File: src/hdl/data_buffer_map.vh
// Purpose: constants for the host/memory/PCI data buffer
// Assumes: included by bare name
// Notes:   definitions only
`ifndef DATA_BUFFER_MAP_VH
`define DATA_BUFFER_MAP_VH
`define SEL_FLOAT      2'h0
`define SEL_ONES       2'h1
`define SEL_PCI        2'h2
`define SEL_MEM        2'h3
`define PCI_Q_LEVELS   4
`define PCI_Q_DWS      4
`define MEM_BUF_QWS    4
`define PTR_RESET      4'h0
`define CPU_CLK_MHZ_X10 667
`define PCI_CLK_MHZ_X10 333
`endif

File: src/hdl/local_data_buffer.v
// Purpose: data buffer joining host, memory and PCI data buses
// Assumes: all strobes synchronous to ref_clk from the controller
// Notes:   pins are split into in/out/oe; bus levels resolved outside
`timescale 1ns/100ps
`include "data_buffer_map.vh"
module local_data_buffer #(
	parameter PCI_LEVELS = `PCI_Q_LEVELS,
	parameter MEM_QWS    = `MEM_BUF_QWS
) (
	input  wire        ref_clk,
	input  wire        nrst,
	input  wire        cpu_reset,
	input  wire [1:0]  host_bus_source_select,
	input  wire        pci_queue_push,
	input  wire        pci_queue_pop,
	input  wire        mem_queue_push,
	input  wire        mem_queue_pop,
	input  wire        pci_out_latch,
	input  wire        ad_latch_n,
	input  wire        mem_latch_en,
	input  wire        ad_out_en,
	input  wire        mem_write_n,
	input  wire        high_dword_flag,
	input  wire        host_ready,
	input  wire [63:0] host_data_bus_in,
	output reg  [63:0] host_data_bus_out,
	output wire        host_data_bus_oe,
	input  wire [63:0] memory_data_bus_in,
	output reg  [63:0] memory_data_bus_out,
	output wire        memory_data_bus_oe,
	input  wire [7:0]  mem_parity_in,
	output reg  [7:0]  mem_parity_out,
	input  wire [31:0] pci_ad_in,
	output reg  [31:0] pci_ad_out,
	output wire        pci_ad_oe,
	output reg         parity_error_n,
	output wire        pci_queue_full,
	output wire        pci_queue_empty,
	output wire        host_stall
);
	localparam PQ_DEPTH = PCI_LEVELS * `PCI_Q_DWS;
	localparam PQ_AW    = 4;
	localparam MQ_AW    = 2;

	reg [31:0]      pq_mem [0:PQ_DEPTH-1];
	reg [PQ_AW:0]   pq_wp_q;
	reg [PQ_AW:0]   pq_rp_q;
	reg [63:0]      mq_mem [0:MEM_QWS-1];
	reg [MQ_AW-1:0] mq_wp_q;
	reg [MQ_AW-1:0] mq_rp_q;
	reg [MQ_AW:0]   mq_cnt_q;
	reg [63:0]      p2m_q;
	reg [63:0]      m2c_q;
	reg [63:0]      m2p_q;
	reg             push_d1_q;
	reg             pop_d1_q;
	reg             ad_le_d1_q;
	reg             mem_le_d1_q;
	reg             m2c_chk_q;
	wire            push_rise;
	wire            pop_rise;
	wire            ad_le_act;
	wire [63:0]     ret_data;
	wire            ret_valid;
	wire            ret_ready;
	wire            buf_valid;
	wire [63:0]     buf_data;
	integer         i;

	function [7:0] gen_par;
		input [63:0] d;
		integer k;
		begin
			for (k = 0; k < 8; k = k + 1)
				gen_par[k] = ~^d[8*k +: 8];
		end
	endfunction

	// PCI queue push and pop strobes are edge events; detect once on the shared clock
	assign push_rise = pci_queue_push & ~push_d1_q;
	assign pop_rise  = pci_queue_pop & ~pop_d1_q;
	assign ad_le_act = ~ad_latch_n;

	// full and empty let the controller throttle writes and reads
	assign pci_queue_full  = (pq_wp_q[PQ_AW-1:0] == pq_rp_q[PQ_AW-1:0])
	                         & (pq_wp_q[PQ_AW] != pq_rp_q[PQ_AW]);
	assign pci_queue_empty = (pq_wp_q == pq_rp_q);

	always @(posedge ref_clk or negedge nrst) begin
		if (!nrst) begin
			push_d1_q   <= 1'b0;
			pop_d1_q    <= 1'b0;
			ad_le_d1_q  <= 1'b0;
			mem_le_d1_q <= 1'b0;
		end else begin
			push_d1_q   <= pci_queue_push;
			pop_d1_q    <= pci_queue_pop;
			ad_le_d1_q  <= ad_le_act;
			mem_le_d1_q <= mem_latch_en;
		end
	end

	// host-to-PCI queue, doubleword wide, high half chosen by flag
	always @(posedge ref_clk or negedge nrst) begin
		if (!nrst) begin
			pq_wp_q <= {(PQ_AW+1){1'b0}};
			pq_rp_q <= {(PQ_AW+1){1'b0}};
		end else if (cpu_reset) begin
			pq_wp_q <= {(PQ_AW+1){1'b0}};
			pq_rp_q <= {(PQ_AW+1){1'b0}};
		end else begin
			if (push_rise && !pci_queue_full)
				pq_wp_q <= pq_wp_q + 1'b1;
			if (pop_rise && !pci_queue_empty)
				pq_rp_q <= pq_rp_q + 1'b1;
		end
	end

	always @(posedge ref_clk) begin
		if (push_rise && !pci_queue_full)
			pq_mem[pq_wp_q[PQ_AW-1:0]] <= high_dword_flag ?
				host_data_bus_in[63:32] : host_data_bus_in[31:0];
	end

	// host-to-memory buffer; pointers wrap over one level of quadwords
	// a fill count tells a full buffer from an empty one after the wrap
	always @(posedge ref_clk or negedge nrst) begin
		if (!nrst) begin
			mq_wp_q  <= {MQ_AW{1'b0}};
			mq_rp_q  <= {MQ_AW{1'b0}};
			mq_cnt_q <= {(MQ_AW+1){1'b0}};
		end else if (cpu_reset) begin
			mq_wp_q  <= {MQ_AW{1'b0}};
			mq_rp_q  <= {MQ_AW{1'b0}};
			mq_cnt_q <= {(MQ_AW+1){1'b0}};
		end else begin
			if (mem_queue_push && !mem_queue_pop
			    && mq_cnt_q != MEM_QWS)
				mq_cnt_q <= mq_cnt_q + 1'b1;
			else if (mem_queue_pop && !mem_queue_push
			         && mq_cnt_q != {(MQ_AW+1){1'b0}})
				mq_cnt_q <= mq_cnt_q - 1'b1;
			if (mem_queue_push)
				mq_wp_q <= mq_wp_q + 1'b1;
			if (mem_queue_pop)
				mq_rp_q <= mq_rp_q + 1'b1;
		end
	end

	always @(posedge ref_clk) begin
		if (mem_queue_push)
			mq_mem[mq_wp_q] <= host_data_bus_in;
	end

	// PCI- and CPU-side latches: PCI assembly and memory read buffers
	always @(posedge ref_clk or negedge nrst) begin
		if (!nrst) begin
			p2m_q     <= 64'h0;
			m2c_q     <= 64'h0;
			m2p_q     <= 64'h0;
			m2c_chk_q <= 1'b0;
		end else begin
			m2c_chk_q <= 1'b0;
			if (ad_le_act) begin
				if (high_dword_flag)
					p2m_q[63:32] <= pci_ad_in;
				else
					p2m_q[31:0] <= pci_ad_in;
			end
			// read buffer closes on falling latch enable
			if (mem_le_d1_q && !mem_latch_en) begin
				m2c_q     <= memory_data_bus_in;
				m2c_chk_q <= 1'b1;
			end
			if (ad_le_act && !ad_le_d1_q)
				m2p_q <= (host_bus_source_select == `SEL_FLOAT) ?
					host_data_bus_in : memory_data_bus_in;
		end
	end

	// parity check only on CPU read path; PCI path ignores it
	always @(posedge ref_clk or negedge nrst) begin
		if (!nrst)
			parity_error_n <= 1'b1;
		else if (cpu_reset)
			parity_error_n <= 1'b1;
		else if (m2c_chk_q)
			parity_error_n <= (gen_par(m2c_q) == mem_parity_in);
	end

	// memory write data: popped host data, or posted PCI data
	always @(posedge ref_clk or negedge nrst) begin
		if (!nrst) begin
			memory_data_bus_out <= 64'h0;
			mem_parity_out      <= 8'h0;
		end else if (!mem_write_n) begin
			if (mq_cnt_q != {(MQ_AW+1){1'b0}} || mem_queue_pop) begin
				memory_data_bus_out <= mq_mem[mq_rp_q];
				mem_parity_out      <= gen_par(mq_mem[mq_rp_q]);
			end else begin
				memory_data_bus_out <= p2m_q;
				mem_parity_out      <= gen_par(p2m_q);
			end
		end
	end
	assign memory_data_bus_oe = ~mem_write_n;

	// PCI output prelatch: queue head, or memory read buffer half
	always @(posedge ref_clk or negedge nrst) begin
		if (!nrst)
			pci_ad_out <= 32'h0;
		else if (pci_out_latch) begin
			if (!pci_queue_empty)
				pci_ad_out <= pq_mem[pq_rp_q[PQ_AW-1:0]];
			else if (high_dword_flag)
				pci_ad_out <= m2p_q[63:32];
			else
				pci_ad_out <= m2p_q[31:0];
		end
	end
	assign pci_ad_oe = ad_out_en;

	// host return data passes a two-entry buffer so a stall loses nothing
	assign ret_data  = (host_bus_source_select == `SEL_MEM) ? m2c_q :
	                   (host_bus_source_select == `SEL_PCI) ? p2m_q :
	                   {64{1'b1}};
	assign ret_valid = (host_bus_source_select != `SEL_FLOAT);

	skid_buffer #(
		.W(64)
	) u_ret (
		.ref_clk   (ref_clk),
		.nrst      (nrst),
		.in_valid  (ret_valid),
		.in_ready  (ret_ready),
		.in_data   (ret_data),
		.out_valid (buf_valid),
		.out_ready (host_ready),
		.out_data  (buf_data)
	);
	assign host_stall = ret_valid & ~ret_ready;

	always @(posedge ref_clk or negedge nrst) begin
		if (!nrst)
			host_data_bus_out <= 64'h0;
		else if (buf_valid && host_ready)
			host_data_bus_out <= buf_data;
	end
	// float when select is 00 and nothing is left to hand over
	assign host_data_bus_oe = ret_valid | buf_valid;
endmodule // local_data_buffer

File: src/hdl/skid_buffer.v
// Purpose: two-entry valid/ready buffer on the host read return path
// Assumes: single clock, asynchronous active-low reset
// Notes:   full throughput, no word lost under stall
`timescale 1ns/100ps
module skid_buffer #(
	parameter W = 64
) (
	input  wire         ref_clk,
	input  wire         nrst,
	input  wire         in_valid,
	output wire         in_ready,
	input  wire [W-1:0] in_data,
	output wire         out_valid,
	input  wire         out_ready,
	output wire [W-1:0] out_data
);
	reg [W-1:0] mem_q [0:1];
	reg         wp_q;
	reg         rp_q;
	reg [1:0]   cnt_q;
	wire        push;
	wire        pop;

	assign in_ready  = (cnt_q != 2'h2);
	assign out_valid = (cnt_q != 2'h0);
	assign out_data  = mem_q[rp_q];
	assign push      = in_valid & in_ready;
	assign pop       = out_valid & out_ready;

	always @(posedge ref_clk or negedge nrst) begin
		if (!nrst) begin
			wp_q     <= 1'b0;
			rp_q     <= 1'b0;
			cnt_q    <= 2'h0;
			mem_q[0] <= {W{1'b0}};
			mem_q[1] <= {W{1'b0}};
		end else begin
			if (push) begin
				mem_q[wp_q] <= in_data;
				wp_q        <= ~wp_q;
			end
			if (pop)
				rp_q <= ~rp_q;
			cnt_q <= cnt_q + {1'b0, push} - {1'b0, pop};
		end
	end
endmodule // skid_buffer

File: config.mk
export PLATFORM = sky130hd
export DESIGN_NAME = local_data_buffer
export DESIGN_NICKNAME = d
export VERILOG_FILES = /design/src/hdl/local_data_buffer.v /design/src/hdl/skid_buffer.v
export VERILOG_INCLUDE_DIRS = /design/src /design/src/hdl
export SDC_FILE = /design/constraint.sdc
export NUM_CORES = 2
export LEC_CHECK = 0
export BUFFER_PORTS_ARGS = -buffer_cell sky130_fd_sc_hd__buf_2
export CORE_MARGIN = 5
export CORE_UTILIZATION = 41
export CTS_BUF_LIST = sky130_fd_sc_hd__clkbuf_4
export DETAILED_ROUTE_END_ITERATION = 12
export GPL_TIMING_DRIVEN = 0
export PLACE_DENSITY = 0.63
export SLEW_MARGIN = 20
export SYNTH_ARGS = -nofsm -noshare
export SYNTH_HDL_FRONTEND = slang
export SYNTH_SLANG_ARGS = --single-unit
export TNS_END_PERCENT = 100
File: constraint.sdc
create_clock -name ref_clk -period 5 [get_ports ref_clk]
set_clock_uncertainty 0.15 [all_clocks]
set_input_delay 1 -clock ref_clk [delete_from_list [all_inputs] [get_ports ref_clk]]
set_output_delay 1 -clock ref_clk [all_outputs]
set_load 0.005 [all_outputs]
# [After elaboration in Yosys (flattened, before gate mapping)]
# Memory sizes are Yosys's and may differ from the RTL's.
# Cells that the tools add are included.
[word_totals] wordCells=147 mem_bits_ro=0 reg_bits=515 ramBits=768 latchBits=0 output_inout_bits=175 n_memories=2
[mem_list] name="pq_mem" depth=16 width=32 read_ports=1 rd_clocked_by_memory_dff=0 wr=1 line="local_data_buffer.v:45" rtl="reg [31:0] pq_mem [0:PQ_DEPTH-1];"
[mem_list] name="mq_mem" depth=4 width=64 read_ports=1 rd_clocked_by_memory_dff=0 wr=1 line="local_data_buffer.v:48" rtl="reg [63:0] mq_mem [0:MEM_QWS-1];"
[classes] mul=0 div_mod_pow=0 n_eq_ne=8 bitwise_logic=17 magnitude_cmp=3 mux=32 addsub=8 reduce_logical=53 shift=0
[ops] op="$mux 64" n=8
[ops] op="$reduce_xnor 8->1" n=24
[ops] op="$bwmux 128" n=1
[ops] op="$mux 32" n=3
[ops] op="$demux 64 s1" n=1
[ops] op="$mux 5" n=4
[ops] op="$reduce_bool 2->1" n=7
[ops] op="$add 5x1->5 const B" n=2
[ops] op="$logic_and 1x1->1" n=10
[ops] op="$mux 3" n=3
[ops] op="$eq 8x8->1" n=1
[ops] op="$mux 2" n=4
[ops] op="$mux 8" n=1
[ops] op="$not 1->1" n=8
[ops] op="$mux 1" n=7
[ops] op="$and 1x1->1" n=6
[ops] op="$logic_not 1->1" n=6
[ops] op="$reduce_bool 3->1" n=2
[ops] op="$eq 5x5->1" n=1
[ops] op="$add 2x1->2 const B" n=2
[ops] op="$eq 2x2->1 const B" n=2
[ops] op="$eq 4x4->1" n=1
[ops] op="$ge 2x2->1 const B" n=2
[ops] op="$not 1->2" n=2
[ops] op="12 further kinds" n=13

# [Longest topological paths before layout]
[depth] word_depth=6 ltp_mapped=9

# [Modules after synthesis]
# A second synthesis with hierarchy kept.
[unflattened] cells_unflattened=3157 hier_area_um2=54033.1
[by_module_without_submodules] module="local_data_buffer" area_per_inst_um2=47747.0 cells_per_inst=2799 instances=1 seq_area_each_um2=32647.6
[by_module_without_submodules] module="skid_buffer" area_per_inst_um2=6286.0 cells_per_inst=358 instances=1 seq_area_each_um2=3303.2

# [Least setup slack after synthesis]
# OpenSTA, ideal clock, no wires.
[synth_path] path_kind="input port to flip-flop" startpoint="input port pci_queue_push" endpoint="memory pq_mem[0][0], enable pin" path_stages=4 setup_time_ns=0.461 slack_ns=0.713 arrival_ns=3.676 required_time_ns=4.389 path_buffers=0 path_cell_list="nand2b_1 -> a21oi_2 -> nand2_1 -> nor3_1"
[synth_between] elab_chain_cells=4
[synth_rtl] item="from (decl)" line="local_data_buffer.v:14" rtl="input wire pci_queue_push,"
[synth_rtl] item="$and 1x1->1" line="local_data_buffer.v:80" rtl="assign push_rise = pci_queue_push & ~push_d1_q;"
[synth_rtl] item="$logic_and 1x1->1" line="local_data_buffer.v:120" rtl="if (push_rise && !pci_queue_full)"
[synth_rtl] item="$mux 1" line="local_data_buffer.v:120"
[synth_rtl] item="$mux 1" line="local_data_buffer.v:121" rtl="pq_mem[pq_wp_q[PQ_AW-1:0]] <= high_dword_flag ?"
[synth_rtl] item="to (decl)" line="local_data_buffer.v:45"
# No other way between the ends.

# [Worst setup path after layout]
[layout_path] startpoint="register pq_rp_q[0]" endpoint="output port pci_queue_empty"
[layout_between] elab_chain_cells=1
[layout_rtl] item="from (decl)" line="local_data_buffer.v:47" rtl="reg [PQ_AW:0] pq_rp_q;"
[layout_rtl] item="from (signal assigned)" line="local_data_buffer.v:107" rtl="pq_rp_q <= {(PQ_AW+1){1'b0}};"
[layout_rtl] item="from (signal assigned)" line="local_data_buffer.v:110" rtl="pq_rp_q <= {(PQ_AW+1){1'b0}};"
[layout_rtl] item="from (signal assigned)" line="local_data_buffer.v:115" rtl="pq_rp_q <= pq_rp_q + 1'b1;"
[layout_rtl] item="$eq 5x5->1" line="local_data_buffer.v:87" rtl="assign pci_queue_empty = (pq_wp_q == pq_rp_q);"
[layout_rtl] item="to (decl)" line="local_data_buffer.v:38" rtl="output wire pci_queue_empty,"
# No other way between the ends.

==> metrics.csv <==
stage,metric,value,unit
sta,Final WS setup,0.3266,ns
worst_setup_path,crit-path cells,"buf_2, xnor2_1, nand4_1, nor2_1, clkbuf_1, buf_2",
clocking,Root Buffer,clkbuf_4,
worst_setup_path,R2R Path Start,pq_rp_q[2],
synth,Mapped Area,0.05292,mm2
layout,post-route cell area,0.06347,mm2
global_route,GRT overflow,0,
drt,Post-DRT Antenna Nets,0,
clocking,clk_lat worst skew,1.23,ns
clocking,Sink Count,1283,
floorplanning,Initial Utilization,0.4139,
worst_setup_path,Top delay family on crit path,buffers and inverters,
floorplanning,Die Span X,369.3,um
place,port bufs,353,
drt,initial DRC count,3052,
drt,Vias per Instance,5.408,
synth,share of the synthesized area in the top cell type,0.4358,
worst_setup_path,"Arr. time, crit path",3.52,ns
worst_setup_path,"most used cell, CP",buf_2,
drt,DR pass1 iterations,7,
global_route,first-pass GRT wire length,236000,um
power,Power Total,28.33,mW
drt,drt wl/cell,26.13,um
synth,top-count cell post-synth,edfxtp_1,
worst_setup_path,cells on worst reg2reg path,11,
synth,Synth cell types,41,
worst_setup_path,flop-to-flop setup slack,1.19,ns
global_route,vias in the first global route,35087,
worst_setup_path,launch point of the worst path,pq_rp_q[0],
floorplanning,num rows,131,
worst_setup_path,crit-path max FO,10,
floorplanning,DIE AREA,0.1363,mm2
synth,Mapped Cells,3364,
sta,Slew HR,0.2244,
outcome,status,"finished, final reports clean",
clocking,clock buffer count from CTS,337,
synth,Post-synth EDFFs,768,
place,routability cong.,0.8359,
clocking,Setup Buffers After CTS,0,
layout,post-layout util,0.4964,
sta,Tcrit/Tclk final,0.9347,
synth,"top cells by count, synth","768 x edfxtp_1, 514 x dfrtp_1, 266 x nand2_1",
global_route,largest net degree at the start of global routing,96,
sta,f_max,214.0,MHz
synth,dominant cell type by area after synthesis,edfxtp_1,
synth,post-synthesis sequential area ratio,0.6794,
worst_hold_path,Tightest Hold Check Type,in2async,
global_route,GRT Util Overall,0.2359,
worst_setup_path,WP buf/inv,3,
sta,worst slew pin tran,1.155,ns
synth,Synth Net Count,3560,
clocking,clock-pin slew on the worst setup and hold paths,0.06,ns
worst_setup_path,CP Class,reg2out,
floorplanning,io pins,359,
sta,Hold WS,0.2232,ns
floorplanning,Die Height,369.3,um
sta,Max Slew Vio Count,0,
floorplanning,CORE AREA,0.1278,mm2
place,post-detail-place hpwl,120500,um
synth,Synth area leaders,"edfxtp_1 44%, dfrtp_1 24%, mux4_2 8.2%, mux2i_1 4.9%, mux2_2 4.1%",
worst_setup_path,Critical Path Sink Type,primary output,
drt,via count,33441,
power,Peak supply drop,247.3,uV
synth,ys flop type,edfxtp_1,
worst_setup_path,R2R Path End,pq_mem[0][8],
sta,final setup vio count,0,
sta,unrepaired setup endpoints after global routing,no,
sta,final hold violation count,0,
clocking,clk buf depth,4,
worst_setup_path,crit path to,pci_queue_empty,
synth,ys async rst share,0.4014,
power,P per Cell Area,446.3,mW/mm2
clocking,CTS tree,yes,
drt,final wirelength,161600,um
place,Placed Instance Area,0.05764,mm2
worst_setup_path,cell depth of the worst setup path,6,
synth,Ys Warns,0,
flow_run,max_cap viols,0,
place,DP Worst Slack,0.6894,ns
layout,area delta synth->final,19.94,%
worst_setup_path,"Req. time, crit path",3.85,ns
drt,Remaining DRCs,0,
sta,crit path time final,4.673,ns
power,leakage dissipation,24.05,nW
layout,share of cells above drive strength 1,0.3082,
layout,Nets,4465,
synth,Mean Syn Cell Area,15.73,um2
clocking,H-tree Lvls,5,
worst_setup_path,Worst setup SP type,flip-flop,
global_route,initial antenna violation count,25,
worst_setup_path,max incr delay on CP,0.70,ns
worst_setup_path,"Max stage delay cell, worst path",nor2_1,
synth,#FFs+latches synth,1283,
## repair_timing
action                    in CTS  in global routing
hold buffers                 168                  0
resized for setup              0                  0
hold endpoints to repair     543                  0
## flip-flops by register name (all words and copies together), names as in the netlist
signal               cells
mq_cnt_q                 3
push_d1_q                1
mem_le_d1_q              1
memory_data_bus_out     64
u_ret.wp_q               1
host_data_bus_out       64
parity_error_n           1
u_ret.cnt_q              2
mq_rp_q                  2
p2m_q                   64
u_ret.mem_q            128
pop_d1_q                 1
m2c_chk_q                1
mem_parity_out           8
m2c_q                   64
mq_wp_q                  2
ad_le_d1_q               1
pq_mem                 512
pq_wp_q                  5
mq_mem                 256
u_ret.rp_q               1
m2p_q                   64
pci_ad_out              32
pq_rp_q                  5
## cells in the final DEF, fill, tap and decap left out, types with 8 or more instances in the layout
cell / synthesis / routed
a21oi_1: 132 / 132
diode_2: 0 / 8
ha_1: 11 / 11
clkbuf_1: 121 / 121
clkinv_1: 0 / 71
edfxtp_1: 768 / 768
mux4_2: 192 / 192
inv_1: 15 / 15
dlygate4sd3_1: 0 / 168
nor2_4: 0 / 11
buf_6: 5 / 9
dfrtp_1: 514 / 514
o21ai_0: 259 / 259
mux2_2: 193 / 193
o21ai_1: 8 / 8
buf_4: 9 / 28
nand2_1: 266 / 266
a22oi_1: 104 / 104
buf_2: 56 / 408
mux2i_1: 258 / 258
and2_1: 70 / 66
nor2_1: 129 / 118
xor2_1: 22 / 22
buf_1: 22 / 22
xnor2_1: 162 / 162
buf_16: 0 / 15
clkbuf_4: 0 / 499
## per-layer routing
metal	up-vias	part of all wire	global-route usage
met1	17135	0.40	0.2974
met4	18	0.030	0.08250
met3	256	0.076	0.05939
li1	14620	-	-
met2	1412	0.50	0.3980
met5	-	0.00071	0
## worst reg2reg max path, stage by stage (launching register included)
cell and delay, ns:
dfrtp_1 0.36, buf_2 0.19, xnor2_1 0.16, and4_1 0.27, buf_1 0.34, a21oi_2 0.38, nand2_1 0.28, nor3_2 0.57
buf_6 0.24, buf_6 0.15, buf_4 0.17, buf_4 0.19
## cell families (layout without fill, tap and decap cells)
| logic type | Yosys count | count (layout) | synth area share |
|---|---|---|---|
| adders and majority gates | 12 | 12 | 0.002979 |
| DFF | 1283 | 1283 | 0.6794 |
| other | 0 | 8 | 0 |
| muxes | 643 | 643 | 0.1716 |
| AOI/OAI and AO/OA | 514 | 514 | 0.05427 |
| buffers and inverters | 228 | 1378 | 0.01885 |
| xor gates and xnor gates | 191 | 191 | 0.03343 |
| and+or+nand+nor | 493 | 493 | 0.03949 |
## report_power, final
| group | leakage [nW] | internal [mW] | total, mW | switching (mW) |
|---|---|---|---|---|
| clock | 2.48 | 4.65 | 8.88 | 4.23 |
| combinational | 8.55 | 2.49 | 5.97 | 3.48 |
| sequential | 13.0 | 12.6 | 13.5 | 0.842 |
## metrics by stage
| step | setup TNS [ns] | instances |
|---|---|---|
| 3_3_place_gp | -4605.15 | 5379 |
| 5_1_grt | 0 | 6181 |
| 3_5_place_dp | 0 | 5424 |
| 6_report | 0 | 6184 |
| 4_1_cts | 0 | 6176 |
| 2_1_floorplan | 0 | 3364 |
## worst min-delay path by stage
stage                          startpoint                     to  slack (ns)
finish                               nrst        u_ret.mem_q[25]        0.22
detailed placement  host_data_bus_out[51]  host_data_bus_out[51]        0.31
global route                         nrst  host_data_bus_out[59]        0.18
global placement    host_data_bus_out[63]  host_data_bus_out[63]        0.31
floorplan                       m2p_q[32]              m2p_q[32]        0.29
CTS                                  nrst        u_ret.mem_q[93]        0.13
## final cells by class
type,count,area [um2]
plain buffers,213,940.9
multi-input cells,1853,16090
well taps,1662,2079
diodes,8,20.02
clock buffers,499,3746
flip-flops and latches,1283,35950
clock inverters,85,381.6
repair buffers,566,4199
fillers,11068,64380
inverters,15,56.30
No activity file was read; power rests on OpenSTA's default activity.
